File: src/rtl/fps_pkg.sv
package fps_pkg;

  // Serial opcodes
  localparam logic [7:0] OP_READ_STATUS = 8'h05;
  localparam logic [7:0] OP_WRITE_STATUS = 8'h01;
  localparam logic [7:0] OP_WRITE_ENABLE = 8'h06;
  localparam logic [7:0] OP_WRITE_DISABLE = 8'h04;
  localparam logic [7:0] OP_PAGE_PROGRAM = 8'h02;
  localparam logic [7:0] OP_ERASE_SMALL = 8'h20;
  localparam logic [7:0] OP_ERASE_LARGE = 8'h52;
  localparam logic [7:0] OP_ERASE_CHIP_A = 8'h60;
  localparam logic [7:0] OP_ERASE_CHIP_B = 8'hC7;
  localparam logic [7:0] OP_OTP_PROGRAM = 8'h9B;

  // Status byte bit positions
  localparam int unsigned SB_LOCK = 7;
  localparam int unsigned SB_FAIL = 5;
  localparam int unsigned SB_PIN = 4;
  localparam int unsigned SB_PROTECT = 2;
  localparam int unsigned SB_WEL = 1;
  localparam int unsigned SB_BUSY = 0;

  // Values after reset
  localparam logic RST_LOCK = 1'h0;
  localparam logic RST_PROTECT = 1'h0;
  localparam logic RST_FAIL = 1'h0;
  localparam logic RST_WEL = 1'h0;

  // Bit counting within a byte
  localparam logic [2:0] BIT_LAST = 3'h7;
  localparam logic [2:0] BIT_FIRST = 3'h0;

  // Pin synchroniser width: sclk, cs_n, si, wp_n
  localparam int unsigned PIN_W = 4;
  localparam int unsigned PIN_SCLK = 3;
  localparam int unsigned PIN_CS = 2;
  localparam int unsigned PIN_SI = 1;
  localparam int unsigned PIN_WP = 0;

  typedef enum logic [2:0] {
    ST_IDLE = 3'h0,
    ST_OPCODE = 3'h1,
    ST_WDATA = 3'h3,
    ST_RSTAT = 3'h2,
    ST_SKIP = 3'h6
  } fps_state_e;

  // Report from the array engine, same clock
  typedef struct packed {
    logic busy;
    logic done;
    logic fail;
    logic aborted;
  } fps_eng_rpt_s;

  // Request to the array engine
  typedef struct packed {
    logic start;
    logic [7:0] opcode;
  } fps_eng_req_s;

endpackage

File: src/rtl/fps_pin_sync.sv
`timescale 1ns/1ps
module fps_pin_sync #(
  parameter int unsigned W = 4
) (
  input wire logic clock,
  input wire logic rst_n,
  input wire logic [W-1:0] pin_in,
  output logic [W-1:0] level,
  output logic [W-1:0] rise,
  output logic [W-1:0] fall
);
  logic [W-1:0] s1_q;
  logic [W-1:0] s2_q;
  logic [W-1:0] s3_q;

  // Two stages, third for edge finding
  always_ff @(posedge clock) begin
    if (!rst_n) begin
      s1_q <= '1;
      s2_q <= '1;
      s3_q <= '1;
    end else begin
      s1_q <= pin_in;
      s2_q <= s1_q;
      s3_q <= s2_q;
    end
  end

  assign level = s2_q;
  assign rise = s2_q & ~s3_q;
  assign fall = ~s2_q & s3_q;
endmodule

File: src/rtl/fps_status_core.sv
`timescale 1ns/1ps
module fps_status_core (
  input wire logic clock,
  input wire logic rst_n,
  input wire logic sclk,
  input wire logic cs_n,
  input wire logic si,
  input wire logic wp_n,
  input wire fps_pkg::fps_eng_rpt_s eng_rpt,
  input wire logic hold_abort,
  output logic so,
  output logic so_oe,
  output fps_pkg::fps_eng_req_s eng_req,
  output logic array_protect,
  output logic [7:0] status_byte
);
  // Decodes of command classes
  function automatic logic is_array_op(input logic [7:0] op);
    return op == fps_pkg::OP_PAGE_PROGRAM || op == fps_pkg::OP_ERASE_SMALL
      || op == fps_pkg::OP_ERASE_LARGE || op == fps_pkg::OP_ERASE_CHIP_A
      || op == fps_pkg::OP_ERASE_CHIP_B;
  endfunction

  function automatic logic is_engine_op(input logic [7:0] op);
    return is_array_op(op) || op == fps_pkg::OP_OTP_PROGRAM;
  endfunction

  logic [fps_pkg::PIN_W-1:0] pin_lvl;
  logic [fps_pkg::PIN_W-1:0] pin_rise;
  logic [fps_pkg::PIN_W-1:0] pin_fall;

  fps_pin_sync #(.W(fps_pkg::PIN_W)) u_sync (
    .clock(clock),
    .rst_n(rst_n),
    .pin_in({sclk, cs_n, si, wp_n}),
    .level(pin_lvl),
    .rise(pin_rise),
    .fall(pin_fall)
  );

  fps_pkg::fps_state_e state_q;
  fps_pkg::fps_state_e state_d;
  logic [2:0] bit_cnt_q;
  logic [7:0] shift_q;
  logic [7:0] opcode_q;
  logic [7:0] wbyte_q;
  logic wbyte_ok_q;
  logic lock_q;
  logic protect_q;
  logic fail_q;
  logic wel_q;
  logic wp_n_q;
  logic [2:0] tx_idx_q;
  logic [7:0] snap_q;
  logic so_q;
  logic so_oe_q;
  fps_pkg::fps_eng_req_s req_q;
  logic [7:0] status_q;

  // Pin events in the block's clock
  wire sclk_rise = pin_rise[fps_pkg::PIN_SCLK];
  wire sclk_fall = pin_fall[fps_pkg::PIN_SCLK];
  wire sel = ~pin_lvl[fps_pkg::PIN_CS];
  wire frame_start = pin_fall[fps_pkg::PIN_CS];
  wire frame_end = pin_rise[fps_pkg::PIN_CS];
  wire si_lvl = pin_lvl[fps_pkg::PIN_SI];
  wire wp_on = ~pin_lvl[fps_pkg::PIN_WP];

  // Serial byte assembly
  wire bit_take = sel && sclk_rise && state_q != fps_pkg::ST_IDLE;
  wire [7:0] shift_nx = {shift_q[6:0], si_lvl};
  wire byte_done = bit_take && bit_cnt_q == fps_pkg::BIT_LAST;
  wire aligned = bit_cnt_q == fps_pkg::BIT_FIRST;

  // Frame end decodes; an opcode frame still open never qualifies
  wire full_op = state_q != fps_pkg::ST_OPCODE
    && state_q != fps_pkg::ST_IDLE;
  wire end_op = frame_end && full_op;
  wire do_wren = end_op && opcode_q == fps_pkg::OP_WRITE_ENABLE;
  wire do_wrdi = end_op && opcode_q == fps_pkg::OP_WRITE_DISABLE;
  wire do_wrsr = end_op && opcode_q == fps_pkg::OP_WRITE_STATUS;
  wire do_eng = end_op && is_engine_op(opcode_q);

  // Status write checks
  wire new_lock = wbyte_q[fps_pkg::SB_LOCK];
  wire new_prot = wbyte_q[fps_pkg::SB_PROTECT];
  wire prot_frozen = lock_q && wp_on;
  wire lock_refused = wp_on && lock_q && !new_lock;
  wire wrsr_apply = do_wrsr && wel_q && wbyte_ok_q && aligned
    && !lock_refused;

  // Array program/erase gating
  wire eng_blocked = !wel_q || !aligned
    || (is_array_op(opcode_q) && protect_q);
  wire eng_go = do_eng && !eng_blocked;

  // Latch clear sources
  wire wel_clr = do_wrdi || do_wrsr
    || (do_eng && eng_blocked)
    || eng_rpt.done || hold_abort;

  // Live status byte
  wire [7:0] status_now = {lock_q, 1'b0, fail_q, wp_n_q, 1'b0,
    protect_q, wel_q, eng_rpt.busy};

  // Status shift-out selection
  wire tx_fresh = tx_idx_q == fps_pkg::BIT_LAST;
  wire [7:0] tx_byte = tx_fresh ? status_now : snap_q;
  wire tx_bit = tx_byte[tx_idx_q];
  wire tx_step = sel && sclk_fall && state_q == fps_pkg::ST_RSTAT;

  // Next state of the frame decoder
  always_comb begin
    state_d = state_q;
    case (state_q)
      fps_pkg::ST_IDLE: begin
        if (frame_start) begin
          state_d = fps_pkg::ST_OPCODE;
        end
      end
      fps_pkg::ST_OPCODE: begin
        if (!sel) begin
          state_d = fps_pkg::ST_IDLE;
        end else if (byte_done) begin
          if (shift_nx == fps_pkg::OP_READ_STATUS) begin
            state_d = fps_pkg::ST_RSTAT;
          end else if (shift_nx == fps_pkg::OP_WRITE_STATUS) begin
            state_d = fps_pkg::ST_WDATA;
          end else begin
            state_d = fps_pkg::ST_SKIP;
          end
        end
      end
      fps_pkg::ST_WDATA, fps_pkg::ST_RSTAT, fps_pkg::ST_SKIP: begin
        if (!sel) begin
          state_d = fps_pkg::ST_IDLE;
        end
      end
      default: state_d = fps_pkg::ST_IDLE;
    endcase
  end

  // Frame state and bit count
  always_ff @(posedge clock) begin
    if (!rst_n) begin
      state_q <= fps_pkg::ST_IDLE;
      bit_cnt_q <= fps_pkg::BIT_FIRST;
      shift_q <= 8'h00;
    end else begin
      state_q <= state_d;
      if (frame_start) begin
        bit_cnt_q <= fps_pkg::BIT_FIRST;
      end else if (bit_take) begin
        bit_cnt_q <= bit_cnt_q + 3'h1;
        shift_q <= shift_nx;
      end
    end
  end

  // Opcode and first data byte capture
  always_ff @(posedge clock) begin
    if (!rst_n) begin
      opcode_q <= 8'h00;
      wbyte_q <= 8'h00;
      wbyte_ok_q <= 1'b0;
    end else begin
      if (frame_start) begin
        wbyte_ok_q <= 1'b0;
      end else if (byte_done && state_q == fps_pkg::ST_OPCODE) begin
        opcode_q <= shift_nx;
      end else if (byte_done && state_q == fps_pkg::ST_WDATA
          && !wbyte_ok_q) begin
        wbyte_q <= shift_nx;
        wbyte_ok_q <= 1'b1;
      end
    end
  end

  // Lock and protect bits, changed only by status write
  always_ff @(posedge clock) begin
    if (!rst_n) begin
      lock_q <= fps_pkg::RST_LOCK;
      protect_q <= fps_pkg::RST_PROTECT;
    end else if (wrsr_apply) begin
      lock_q <= new_lock;
      if (!prot_frozen) begin
        protect_q <= new_prot;
      end
    end
  end

  // Fail flag follows each finished operation that was not aborted
  always_ff @(posedge clock) begin
    if (!rst_n) begin
      fail_q <= fps_pkg::RST_FAIL;
    end else if (eng_rpt.done && !eng_rpt.aborted) begin
      fail_q <= eng_rpt.fail;
    end
  end

  // Write enable latch; host enable wins a same-cycle clear
  always_ff @(posedge clock) begin
    if (!rst_n) begin
      wel_q <= fps_pkg::RST_WEL;
    end else if (do_wren) begin
      wel_q <= 1'b1;
    end else if (wel_clr) begin
      wel_q <= 1'b0;
    end
  end

  // Engine request pulse and pin mirror
  always_ff @(posedge clock) begin
    if (!rst_n) begin
      req_q <= '0;
      wp_n_q <= 1'b1;
    end else begin
      req_q.start <= eng_go;
      req_q.opcode <= eng_go ? opcode_q : req_q.opcode;
      wp_n_q <= ~wp_on;
    end
  end

  // Status stream out, refreshed at each byte start
  always_ff @(posedge clock) begin
    if (!rst_n) begin
      tx_idx_q <= fps_pkg::BIT_LAST;
      snap_q <= 8'h00;
      so_q <= 1'b0;
      so_oe_q <= 1'b0;
    end else if (!sel || frame_start) begin
      tx_idx_q <= fps_pkg::BIT_LAST;
      so_oe_q <= 1'b0;
    end else if (tx_step) begin
      so_q <= tx_bit;
      so_oe_q <= 1'b1;
      tx_idx_q <= tx_idx_q - 3'h1;
      if (tx_fresh) begin
        snap_q <= status_now;
      end
    end
  end

  // Registered copies for the core
  always_ff @(posedge clock) begin
    if (!rst_n) begin
      status_q <= 8'h00;
    end else begin
      status_q <= status_now;
    end
  end

  assign so = so_q;
  assign so_oe = so_oe_q;
  assign eng_req = req_q;
  assign array_protect = protect_q;
  assign status_byte = status_q;
endmodule

File: config.mk
export PLATFORM = sky130hd
export DESIGN_NAME = fps_status_core
export DESIGN_NICKNAME = d
export VERILOG_FILES = /design/src/rtl/fps_pkg.sv /design/src/rtl/fps_pin_sync.sv /design/src/rtl/fps_status_core.sv
export SDC_FILE = /design/constraint.sdc
export NUM_CORES = 1
export LEC_CHECK = 0
export BUFFER_PORTS_ARGS = -buffer_cell sky130_fd_sc_hd__buf_4
export CORE_MARGIN = 3
export CORE_UTILIZATION = 46
export DETAILED_ROUTE_END_ITERATION = 12
export PLACE_DENSITY = 0.78
export SLEW_MARGIN = 5
export SYNTH_ARGS = -nofsm -noshare
export SYNTH_HDL_FRONTEND = slang
export SYNTH_HIERARCHICAL = 1
export SYNTH_SLANG_ARGS = --single-unit
File: constraint.sdc
create_clock -name clock -period 2.1 [get_ports clock]
set_input_delay 0.21 -clock clock [delete_from_list [all_inputs] [get_ports clock]]
set_output_delay 0.21 -clock clock [all_outputs]
set_load 0.02 [all_outputs]
==> metrics.cfg, run 1 <==
[outcome]
status=completed

[detailed_routing]
drt-total-wl_um=5330
drtIter0Drc=175
route.detailed.drc=0
post_drt_via_cell_ratio=5.048
antenna_violating_nets_post_route=0
wire_per_inst_um=12.87
drt_first_pass_iters=6
vias=2090

[finish]
fillerInstances=529
multi_input_comb_area_um2=1451
antenna_cells=0
final_cell_count_no_fill=414
syn_to_final_growth_pct=16.47
final_area_um2=3397
fin_nets=350
layout.area.seq_um2=1343
drive_gt1_frac=0.1917

[floorplanning]
core_area_um2=6026
row_count=28
design.die.area_um2=7332
start_util=0.4840
die_w_um=85.63
dieHeight_um=85.63
top_level_ports=31

[place]
port-buffer-count=28
post-place-cells=398
detailedPlacementHpwl_um=3721
final_replace_weighted_congestion=0.8963
dpl_cell_area_um2=3168

[timing]
setup-violations-final=0
achievable-frequency_ghz=0.5278
setup_tns_ns=0
final_max_slew_violation_count=0
number_of_endpoints_with_negative_hold_slack_in_the_final_report=0
min_period_over_period=0.9022
timing.slew.headroom=0.5535
rsz_0062_raised_after_global_routing=no
worst_clock_skew_ns=0.008781
post-route-min-period_ns=1.895
tightestPinTransition_ns=0.6610

[setup_path]
crit_path_start_kind=flip-flop
critPathArrivalTime_ns=2.13
worst-r2r-cell-count=6
worst_setup_path_end_kind=flip-flop
crit_start=u_sync/level[3]
max_stage_delay_ns=0.53
crit_path_max_fanout=8
timing.rr.start=u_sync/level[3]
crit_path_frequent_cell=sky130_fd_sc_hd__nor2b_1
rrSetupSlack_ns=0.21
crit_chain=nor2b_1 -> nand2b_1 -> or3_1 -> or4_4 -> mux2i_1 -> nor2b_1
critPathCapture=opcode_q[7]
cpMaxStageDelayCell=sky130_fd_sc_hd__or4_4
critPathKind=reg2reg
required_ns=2.33
regToRegEndpoint=opcode_q[7]

[clocking]
htree_depth=3
clock_path_buffers=2
cts_tree=yes
post_cts.repair.setup_buffers=0
tritoncts_num_sinks=67
insertion_delay_ns=0.34
clk_pin_slew_ns=0.06
num_cts_buffers=9
cts.root.buffer_cell=sky130_fd_sc_hd__clkbuf_8
ctsHoldBuffers=0

[global_route]
first_pass_grt_wire_length_um=9473
antenna_found_initial=0
global_route.overflow_total=0
grt_util_all_layers=0.1644
grt_start_max_net_pins=47
grt_pass1_vias=2081

[synthesis]
synthesized_area_divided_by_synthesized_cell_count_um2=9.562
synthesis.yosys.warnings=6
synth_area_um2=2917
synthesized_netlist_cell_count=305

[run]
timing.max_cap.violations=0

[pwr]
ir_worst_vdd_mv=0.5340
p_leak_nw=1.469
pwr_density_cell_nw_per_um2=767.0

[worst_hold_path]
hold-path-cell-count=2
hold_path_class=in2reg

-- worst min path at each step --
| stage | start | end |
|---|---|---|
| 5_1_grt | cs_n | u_sync/s1_q[2] |
| 4_1_cts | cs_n | u_sync/s1_q[2] |
| 3_3_place_gp | u_sync/s1_q[3] | u_sync/level[3] |
| 2_1_floorplan | rst_n | u_sync/level[3] |
| 6_report | cs_n | u_sync/s1_q[2] |
| 3_5_place_dp | u_sync/s1_q[2] | u_sync/level[2] |
-- worst max-delay path, delay by kind of cell, from the launching register on --
| family | cells | cell delay, ns |
|---|---|---|
| simple gates | 5 | 1.26 |
| flops | 1 | 0.34 |
| mux | 1 | 0.19 |
-- final cells by class --
cell class | count | area share
Multi-Input combinational cell | 216 | 0.4273
Sequential cell | 67 | 0.3952
Clock buffer | 12 | 0.04567
Clock inverter | 4 | 0.02136
Tap cell | 75 | 0.02762
Inverter | 5 | 0.005525
Timing Repair Buffer | 35 | 0.07735
-- power breakdown --
part / switching (W) / total [W] / internal, W
clock network: 0.000468 / 0.00120 / 0.000731
registers: 0.00000880 / 0.00129 / 0.00129
logic: 0.0000554 / 0.000111 / 0.0000556
total: 0.000532 / 0.00261 / 0.00207
-- cell usage in the layout, fill, tap and decap left out, types with 2 or more instances in the layout --
master and instances:
sky130_fd_sc_hd__o41ai_1 2, sky130_fd_sc_hd__xnor2_1 4, sky130_fd_sc_hd__o21ai_0 4, sky130_fd_sc_hd__or3b_2 2, sky130_fd_sc_hd__a21boi_0 9, sky130_fd_sc_hd__ha_1 5, sky130_fd_sc_hd__nand4_1 2, sky130_fd_sc_hd__or4_1 2
sky130_fd_sc_hd__nand2b_1 10, sky130_fd_sc_hd__a21oi_1 4, sky130_fd_sc_hd__conb_1 2, sky130_fd_sc_hd__clkbuf_8 11, sky130_fd_sc_hd__and2_1 6, sky130_fd_sc_hd__and3_1 4, sky130_fd_sc_hd__o31ai_1 2, sky130_fd_sc_hd__nand2_1 35
sky130_fd_sc_hd__inv_1 5, sky130_fd_sc_hd__and4b_1 2, sky130_fd_sc_hd__nor2b_1 31, sky130_fd_sc_hd__dfxtp_1 66, sky130_fd_sc_hd__or3_1 3, sky130_fd_sc_hd__bufinv_16 2, sky130_fd_sc_hd__a211oi_1 2, sky130_fd_sc_hd__a31oi_1 2
sky130_fd_sc_hd__nor2_1 21, sky130_fd_sc_hd__nand2b_2 4, sky130_fd_sc_hd__nor3_1 3, sky130_fd_sc_hd__o21a_1 2, sky130_fd_sc_hd__nand3_1 7, sky130_fd_sc_hd__buf_4 35, sky130_fd_sc_hd__mux2i_1 29
-- through the flow --
step	worst slack (ns)	hold slack [ns]	util	total power, W
after floorplan	0.07767	0.2830	-	0.001405
after global placement	0.1976	0.3874	0.5257	0.001433
after detailed placement	0.1438	0.3909	0.5257	0.001435
after CTS	0.1125	0.03015	0.5635	0.002634
after global routing	0.03833	0.03097	0.5637	0.002705
final	0.2053	0.04812	0.5637	0.002606
-- per-layer routing --
metal / vias up / GRT usage / wire length (um)
li1: 1088 / - / -
met5: - / 0 / 0
met2: 42 / 0.2514 / 2427
met3: 7 / 0.06148 / 280
met1: 953 / 0.2102 / 2547
met4: 0 / 0.06475 / 75
-- state kept, by name, summed over array words and instances, names as in the netlist, 2 cells and up --
signal / cells
bit_cnt_q: 3
u_sync/level: 4
snap_q: 8
opcode_q: 8
tx_idx_q: 3
u_sync/s1_q: 4
eng_req: 9
u_sync/s3_q: 2
wbyte_q: 2
shift_q: 7
status_byte: 6
state_q: 3
-- repair_timing --
action / CTS / global route
setup endpoints to repair: 0 / 5
resized for setup: 0 / 1
hold endpoints to repair: 0 / 0
Power figures use the tool's default switching activity.
==> run 2: changes to the inputs <==
--- a/config.mk
+++ b/config.mk
@@ -6,10 +6,12 @@
 export NUM_CORES = 1
 export LEC_CHECK = 0
 export BUFFER_PORTS_ARGS = -buffer_cell sky130_fd_sc_hd__buf_4
+export CAP_MARGIN = 5
 export CORE_MARGIN = 3
 export CORE_UTILIZATION = 46
 export DETAILED_ROUTE_END_ITERATION = 12
 export PLACE_DENSITY = 0.78
+export REMOVE_ABC_BUFFERS = 1
 export SLEW_MARGIN = 5
 export SYNTH_ARGS = -nofsm -noshare
 export SYNTH_HDL_FRONTEND = slang
==> metrics.cfg, run 2 (same netlist as run 1, synthesis figures left out) <==
[clocking]
clock_path_buffers=2  ; unchanged
post_cts.repair.setup_buffers=0  ; unchanged
num_cts_buffers=9  ; unchanged
clk_pin_slew_ns=0.07  ; about the same
cts_tree=yes
post_cts_resize_count=0  ; unchanged
ctsHoldBuffers=0  ; unchanged
cts.root.buffer_cell=sky130_fd_sc_hd__clkbuf_8
insertion_delay_ns=0.34  ; about the same
htree_depth=3  ; unchanged
tritoncts_num_sinks=67  ; unchanged

[timing]
achievable-frequency_ghz=0.5058  ; -4.2%
min_period_over_period=0.9414  ; +0.03921
setup_tns_ns=0  ; unchanged
final_max_slew_violation_count=0  ; unchanged
setup-violations-final=0  ; unchanged
timing.slew.headroom=0.5783  ; +0.02474
worst_clock_skew_ns=0.009544  ; +0.0007633 ns
rsz_0062_raised_after_global_routing=no
post-route-min-period_ns=1.977  ; +0.08235 ns
number_of_endpoints_with_negative_hold_slack_in_the_final_report=0  ; unchanged
tightestPinTransition_ns=0.6244  ; -0.03664 ns

[global_route]
antenna_found_initial=0  ; unchanged
first_pass_grt_wire_length_um=8769  ; -7.4%
global_route.overflow_total=0  ; unchanged
grt_util_all_layers=0.1495  ; -0.01487
grt_pass1_vias=1942  ; -6.7%
grt_start_max_net_pins=38  ; -19%

[pwr]
p_leak_nw=1.457  ; -0.87%
ir_worst_vdd_mv=0.4399  ; -18%
pwr_density_cell_nw_per_um2=731.3  ; -4.7%

[finish]
antenna_cells=0  ; unchanged
final_core_util=0.5579  ; -0.005814
syn_to_final_growth_pct=15.27
final_cell_count_no_fill=413  ; -0.24%
layout.cells.most_common_list=sky130_fd_sc_hd__dfxtp_1, sky130_fd_sc_hd__nand2_1, sky130_fd_sc_hd__buf_4
fin_nets=350  ; unchanged
final_area_um2=3362  ; -1.0%
most_common_cell_after_layout_fill_and_taps_aside=sky130_fd_sc_hd__dfxtp_1
drive_gt1_frac=0.1834  ; -0.008308
largest_register_ff_count=9  ; unchanged

[floorplanning]
core_area_um2=6026  ; unchanged
row_count=28  ; unchanged
top_level_ports=31  ; unchanged
dieHeight_um=85.63  ; unchanged
start_util=0.4840  ; unchanged
die_w_um=85.63  ; unchanged
design.die.area_um2=7332  ; unchanged

[place]
dpl_cell_area_um2=3168  ; unchanged
detailedPlacementHpwl_um=3684  ; -0.99%
final_replace_weighted_congestion=0.8710  ; -2.8%
post-place-cells=398  ; unchanged
port-buffer-count=28  ; unchanged

[setup_path]
required_ns=2.33  ; about the same
max_stage_delay_ns=0.59  ; +0.06 ns
cpMaxStageDelayCell=sky130_fd_sc_hd__or4_4
crit_chain=nor2b_1 -> or3_1 -> or4_4 -> mux2i_1 -> nor2b_1
critPathBufInv=0  ; unchanged
crit_path_start_kind=flip-flop
crit_path_frequent_cell=sky130_fd_sc_hd__nor2b_1
critical_path.top_delay_family=simple AND/OR/NAND/NOR gates
worst_setup_path_end_kind=flip-flop
critPathKind=reg2reg
crit_path_max_fanout=9  ; +1
critPathArrivalTime_ns=2.20  ; +0.07 ns

[detailed_routing]
wire_per_inst_um=12.50  ; -2.9%
drtIter0Drc=105  ; -40%
drt_first_pass_iters=4  ; -2
vias=2097  ; +0.33%
route.detailed.drc=0  ; unchanged
antenna_violating_nets_post_route=0  ; unchanged
drt-total-wl_um=5163  ; -3.1%
post_drt_via_cell_ratio=5.077  ; +0.58%

[outcome]
status=completed

[run]
timing.max_cap.violations=0  ; unchanged

[worst_hold_path]
hold_path_class=in2reg

[run 2: cell count changes in the layout (fill, tap and decap cells not counted)]
cell,change
sky130_fd_sc_hd__dfxtp_2,-1
sky130_fd_sc_hd__bufinv_16,-1
sky130_fd_sc_hd__dfxtp_1,+1
sky130_fd_sc_hd__clkbuf_1,+1
sky130_fd_sc_hd__clkinvlp_4,-1
[run 2: layout make-up]
cell class	instances	area, um2
fill	535	2664
multi-input combinational	216	1451
sequential	67	1341
timing repair buffer	35	262.8
clock buffer	13	158.9
tap	75	93.84
clock inverter	2	35.03
inverter	5	18.77
[run 2: worst register-to-register path, cell delays in order, from the launching register on]
cell	delay [ns]
sky130_fd_sc_hd__dfxtp_1	0.46
sky130_fd_sc_hd__nor2b_1	0.15
sky130_fd_sc_hd__or3_1	0.42
sky130_fd_sc_hd__or4_4	0.59
sky130_fd_sc_hd__mux2i_1	0.20
sky130_fd_sc_hd__nor2b_1	0.06
[run 2: metrics by stage]
step	setup slack [ns]	power [W]	hold WS, ns
3_5_place_dp	0.1350	0.001433	0.3937
2_1_floorplan	0.05016	0.001383	0.2776
4_1_cts	0.1243	0.002490	0.02681
5_1_grt	0.02295	0.002557	0.03454
6_report	0.1230	0.002459	0.04671
3_3_place_gp	0.1845	0.001432	0.3901
[run 2: final timing paths]
check / slack (ns) / cells after the start / endpoint / startpoint
min: 0.05 / 2 / u_sync/s1_q[1] / si
min reg2reg: 0.41 / 1 / u_sync/level[2] / u_sync/s1_q[2]
max: 0.12 / 5 / opcode_q[5] / u_sync/level[2]
max reg2reg: 0.12 / 5 / opcode_q[5] / u_sync/level[2]
[run 2: power breakdown]
part | switching [W] | internal (W)
logic | 0.0000542 | 0.0000555
clock network | 0.000448 | 0.000606
registers | 0.00000849 | 0.00129
total | 0.000511 | 0.00195
[run 2: routing by layer]
metal	wire, um	vias to the layer above	part of all wire	GRT usage
li1	-	1089	-	-
met1	2448	970	0.47	0.1857
met2	2430	31	0.47	0.2359
met3	199	7	0.039	0.03746
met4	83	0	0.016	0.08489
met5	0	-	0	0
==> run 3: changes to the inputs <==
==> config.mk (replaced) <==
export PLATFORM = sky130hd
export DESIGN_NAME = fps_status_core
export DESIGN_NICKNAME = d
export VERILOG_FILES = /design/src/rtl/fps_pkg.sv /design/src/rtl/fps_pin_sync.sv /design/src/rtl/fps_status_core.sv
export SDC_FILE = /design/constraint.sdc
export NUM_CORES = 1
export LEC_CHECK = 0
export BUFFER_PORTS_ARGS = -buffer_cell sky130_fd_sc_hd__buf_2
export CAP_MARGIN = 5
export CORE_MARGIN = 3
export CORE_UTILIZATION = 46
export DETAILED_ROUTE_END_ITERATION = 12
export PLACE_DENSITY = 0.79
export SLEW_MARGIN = 5
export SYNTH_ARGS = -nofsm -noshare
export SYNTH_HDL_FRONTEND = slang
export SYNTH_SLANG_ARGS = --single-unit
==> metrics.cfg, run 3 <==
[setup_path]
max_stage_delay_ns=0.47  ; -0.12 ns
critPathArrivalTime_ns=2.15  ; -0.05 ns
cpMaxStageDelayCell=sky130_fd_sc_hd__or3b_4
critPathKind=reg2reg
crit_path_start_kind=flip-flop
crit_chain=inv_1 -> ha_1 -> nand3b_1 -> or3b_4 -> a311o_1 -> a21oi_1 -> nor2_1
required_ns=2.31  ; -0.02 ns
crit_path_max_fanout=9  ; unchanged
rrSetupSlack_ns=0.16  ; +0.03 ns
worst_setup_path_end_kind=flip-flop

[floorplanning]
dieHeight_um=83.43  ; -2.6%
start_util=0.4888  ; +0.004789
die_w_um=83.43  ; -2.6%
row_count=27  ; -3.6%
design.die.area_um2=6960  ; -5.1%
top_level_ports=31  ; unchanged
core_area_um2=5642  ; -6.4%

[clocking]
clk_pin_slew_ns=0.07  ; about the same
cts.root.buffer_cell=sky130_fd_sc_hd__clkbuf_8
htree_depth=3  ; unchanged
post_cts_resize_count=0  ; unchanged
post_cts.repair.setup_buffers=0  ; unchanged
num_cts_buffers=9  ; unchanged
ctsHoldBuffers=0  ; unchanged
clock_path_buffers=2  ; unchanged
insertion_delay_ns=0.33  ; about the same
cts_tree=yes
tritoncts_num_sinks=67  ; unchanged

[global_route]
grt.met3_usage=0.03075  ; -0.006710
grt_pass1_vias=2111  ; +8.7%
antenna_found_initial=0  ; unchanged
first_pass_grt_wire_length_um=9121  ; +4.0%
grt-busiest-layer=met2
m1_gr_usage=0.1949  ; +0.009201
grt_start_max_net_pins=24  ; -37%
gr-usage-met2=0.2646  ; +0.02870
global_route.overflow_total=0  ; unchanged
grt_util_all_layers=0.1605  ; +0.01100

[finish]
syn_to_final_growth_pct=14.11
layout.cells.most_common_list=sky130_fd_sc_hd__dfxtp_1, sky130_fd_sc_hd__nor2_1, sky130_fd_sc_hd__buf_2
largest_register_ff_count=9  ; unchanged
final_cell_count_no_fill=406  ; -1.7%
final_core_util=0.5578  ; about the same
most_common_cell_after_layout_fill_and_taps_aside=sky130_fd_sc_hd__dfxtp_1
drive_gt1_frac=0.1737  ; -0.009779
fin_nets=345  ; -1.4%
antenna_cells=0  ; unchanged

[synthesis]
post-synth-top-area-cell=sky130_fd_sc_hd__dfxtp_1
synth_area_um2=2758  ; -5.4%
synthesized_netlist_cell_count=298  ; -2.3%
synth-async-reset-ratio=0
synthesis.yosys.warnings=0  ; -6
synth.most_common_cell=sky130_fd_sc_hd__dfxtp_1
yosys-top-cells-area=sky130_fd_sc_hd__dfxtp_1, sky130_fd_sc_hd__mux2i_1, sky130_fd_sc_hd__nor2_1
synthDominantCellAreaShare=0.4864
synth_edf_count=0
sequential_element_share_of_the_synthesized_area=0.4864
synthesized_area_divided_by_synthesized_cell_count_um2=9.254  ; -3.2%
ys_seq_elements=67
synthFlopType=sky130_fd_sc_hd__dfxtp_1
yosys-top-cells-count=sky130_fd_sc_hd__dfxtp_1, sky130_fd_sc_hd__nor2_1, sky130_fd_sc_hd__mux2i_1, sky130_fd_sc_hd__nand2_1, sky130_fd_sc_hd__a21oi_1
yosysUniqueCellTypes=47

[detailed_routing]
drtIter0Drc=135  ; +29%
post_drt_via_cell_ratio=5.259  ; +3.6%
vias=2135  ; +1.8%
antenna_violating_nets_post_route=0  ; unchanged
drt_first_pass_iters=4  ; unchanged
route.detailed.drc=0  ; unchanged
wire_per_inst_um=12.77  ; +2.2%
drt-total-wl_um=5185  ; +0.43%

[outcome]
status=completed

[timing]
setup_tns_ns=0  ; unchanged
timing.slew.headroom=0.6234  ; +0.04512
final_max_slew_violation_count=0  ; unchanged
achievable-frequency_ghz=0.5148  ; +1.8%
min_period_over_period=0.9250  ; -0.01648
setup-violations-final=0  ; unchanged
worst_clock_skew_ns=0.005545  ; -0.003999 ns
number_of_endpoints_with_negative_hold_slack_in_the_final_report=0  ; unchanged
rsz_0062_raised_after_global_routing=no
worst_slack_ns=0.1576  ; +0.03461 ns
post-route-min-period_ns=1.942  ; -0.03461 ns
tightestPinTransition_ns=0.5614  ; -0.06298 ns

[place]
port-buffer-count=28  ; unchanged
dp_slack_ns=0.1826  ; +0.04756 ns
post-place-cells=390  ; -2.0%
final_replace_weighted_congestion=0.8448  ; -3.0%
detailedPlacementHpwl_um=3747  ; +1.7%

[pwr]
p_leak_nw=1.301  ; -11%
ir_worst_vdd_mv=0.3543  ; -19%
pwr_density_cell_nw_per_um2=724.3  ; -0.96%

[worst_hold_path]
hold_path_class=in2reg

[run]
timing.max_cap.violations=0  ; unchanged

## run 3: area by class of cell
| cell class | count | area (um2) |
|---|---|---|
| clock buffers | 14 | 162.7 |
| clock inverters | 2 | 10.01 |
| fillers | 523 | 2495 |
| inverters | 9 | 33.78 |
| multi-input cells | 208 | 1324 |
| flip-flops and latches | 67 | 1341 |
| well taps | 72 | 90.09 |
| repair buffers | 34 | 185.2 |
## run 3: path summary, 6_finish.rpt
path / start / end / depth (start not counted)
worst min-delay path: si / u_sync.s1_q[1] / 2
worst max register to register: bit_cnt_q[0] / eng_req[3] / 7
worst max-delay path: bit_cnt_q[0] / eng_req[3] / 7
worst min register to register: u_sync.s1_q[3] / u_sync.level[3] / 1
## run 3: logic make-up (layout without fill, tap and decap cells)
kind of cell,count (synthesis),after routing,share of synthesized area
adder cells (fa/ha/maj),5,5,0.02269
multiplexers,27,27,0.1034
AND/OR/NAND/NOR,129,129,0.2400
flip-flops,67,67,0.4864
buffers and inverters,24,59,0.03720
XOR/XNOR,4,4,0.01271
AO/OA/AOI/OAI,41,41,0.09619
other,1,2,0.001360
## run 3: critical path: cells and delay by family, from the launching register on
kind / cells / cell delay, ns
adder cells (fa/ha/maj): 1 / 0.14
AND/OR/NAND/NOR: 3 / 0.63
buffers and inverters: 1 / 0.06
AO/OA/AOI/OAI: 2 / 0.66
flip-flops: 1 / 0.33
## run 3: power breakdown
group / internal, W / switching (W) / leakage (nW) / total [W]
registers: 0.00128 / 0.00000716 / 0.543 / 0.00129
logic: 0.0000223 / 0.0000360 / 0.668 / 0.0000583
clock network: 0.000491 / 0.000439 / 0.0905 / 0.000930
total: 0.00180 / 0.000483 / 1.30 / 0.00228
## run 3: per-stage QoR
step,power [W],hold WS (ns),cell area (um2)
2_1_floorplan,0.001357,0.2830,2761
3_5_place_dp,0.001379,0.3937,2974
5_1_grt,0.002361,0.06183,3147
3_3_place_gp,0.001377,0.3909,2974
4_1_cts,0.002303,0.04350,3147
6_report,0.002279,0.05705,3147
## run 3: per-layer routing
metal	part of all wire	wire (um)	up-vias
met5	0	0	-
met4	0.022	114	0
met3	0.044	226	9
met2	0.47	2426	53
met1	0.47	2416	993
li1	-	-	1080
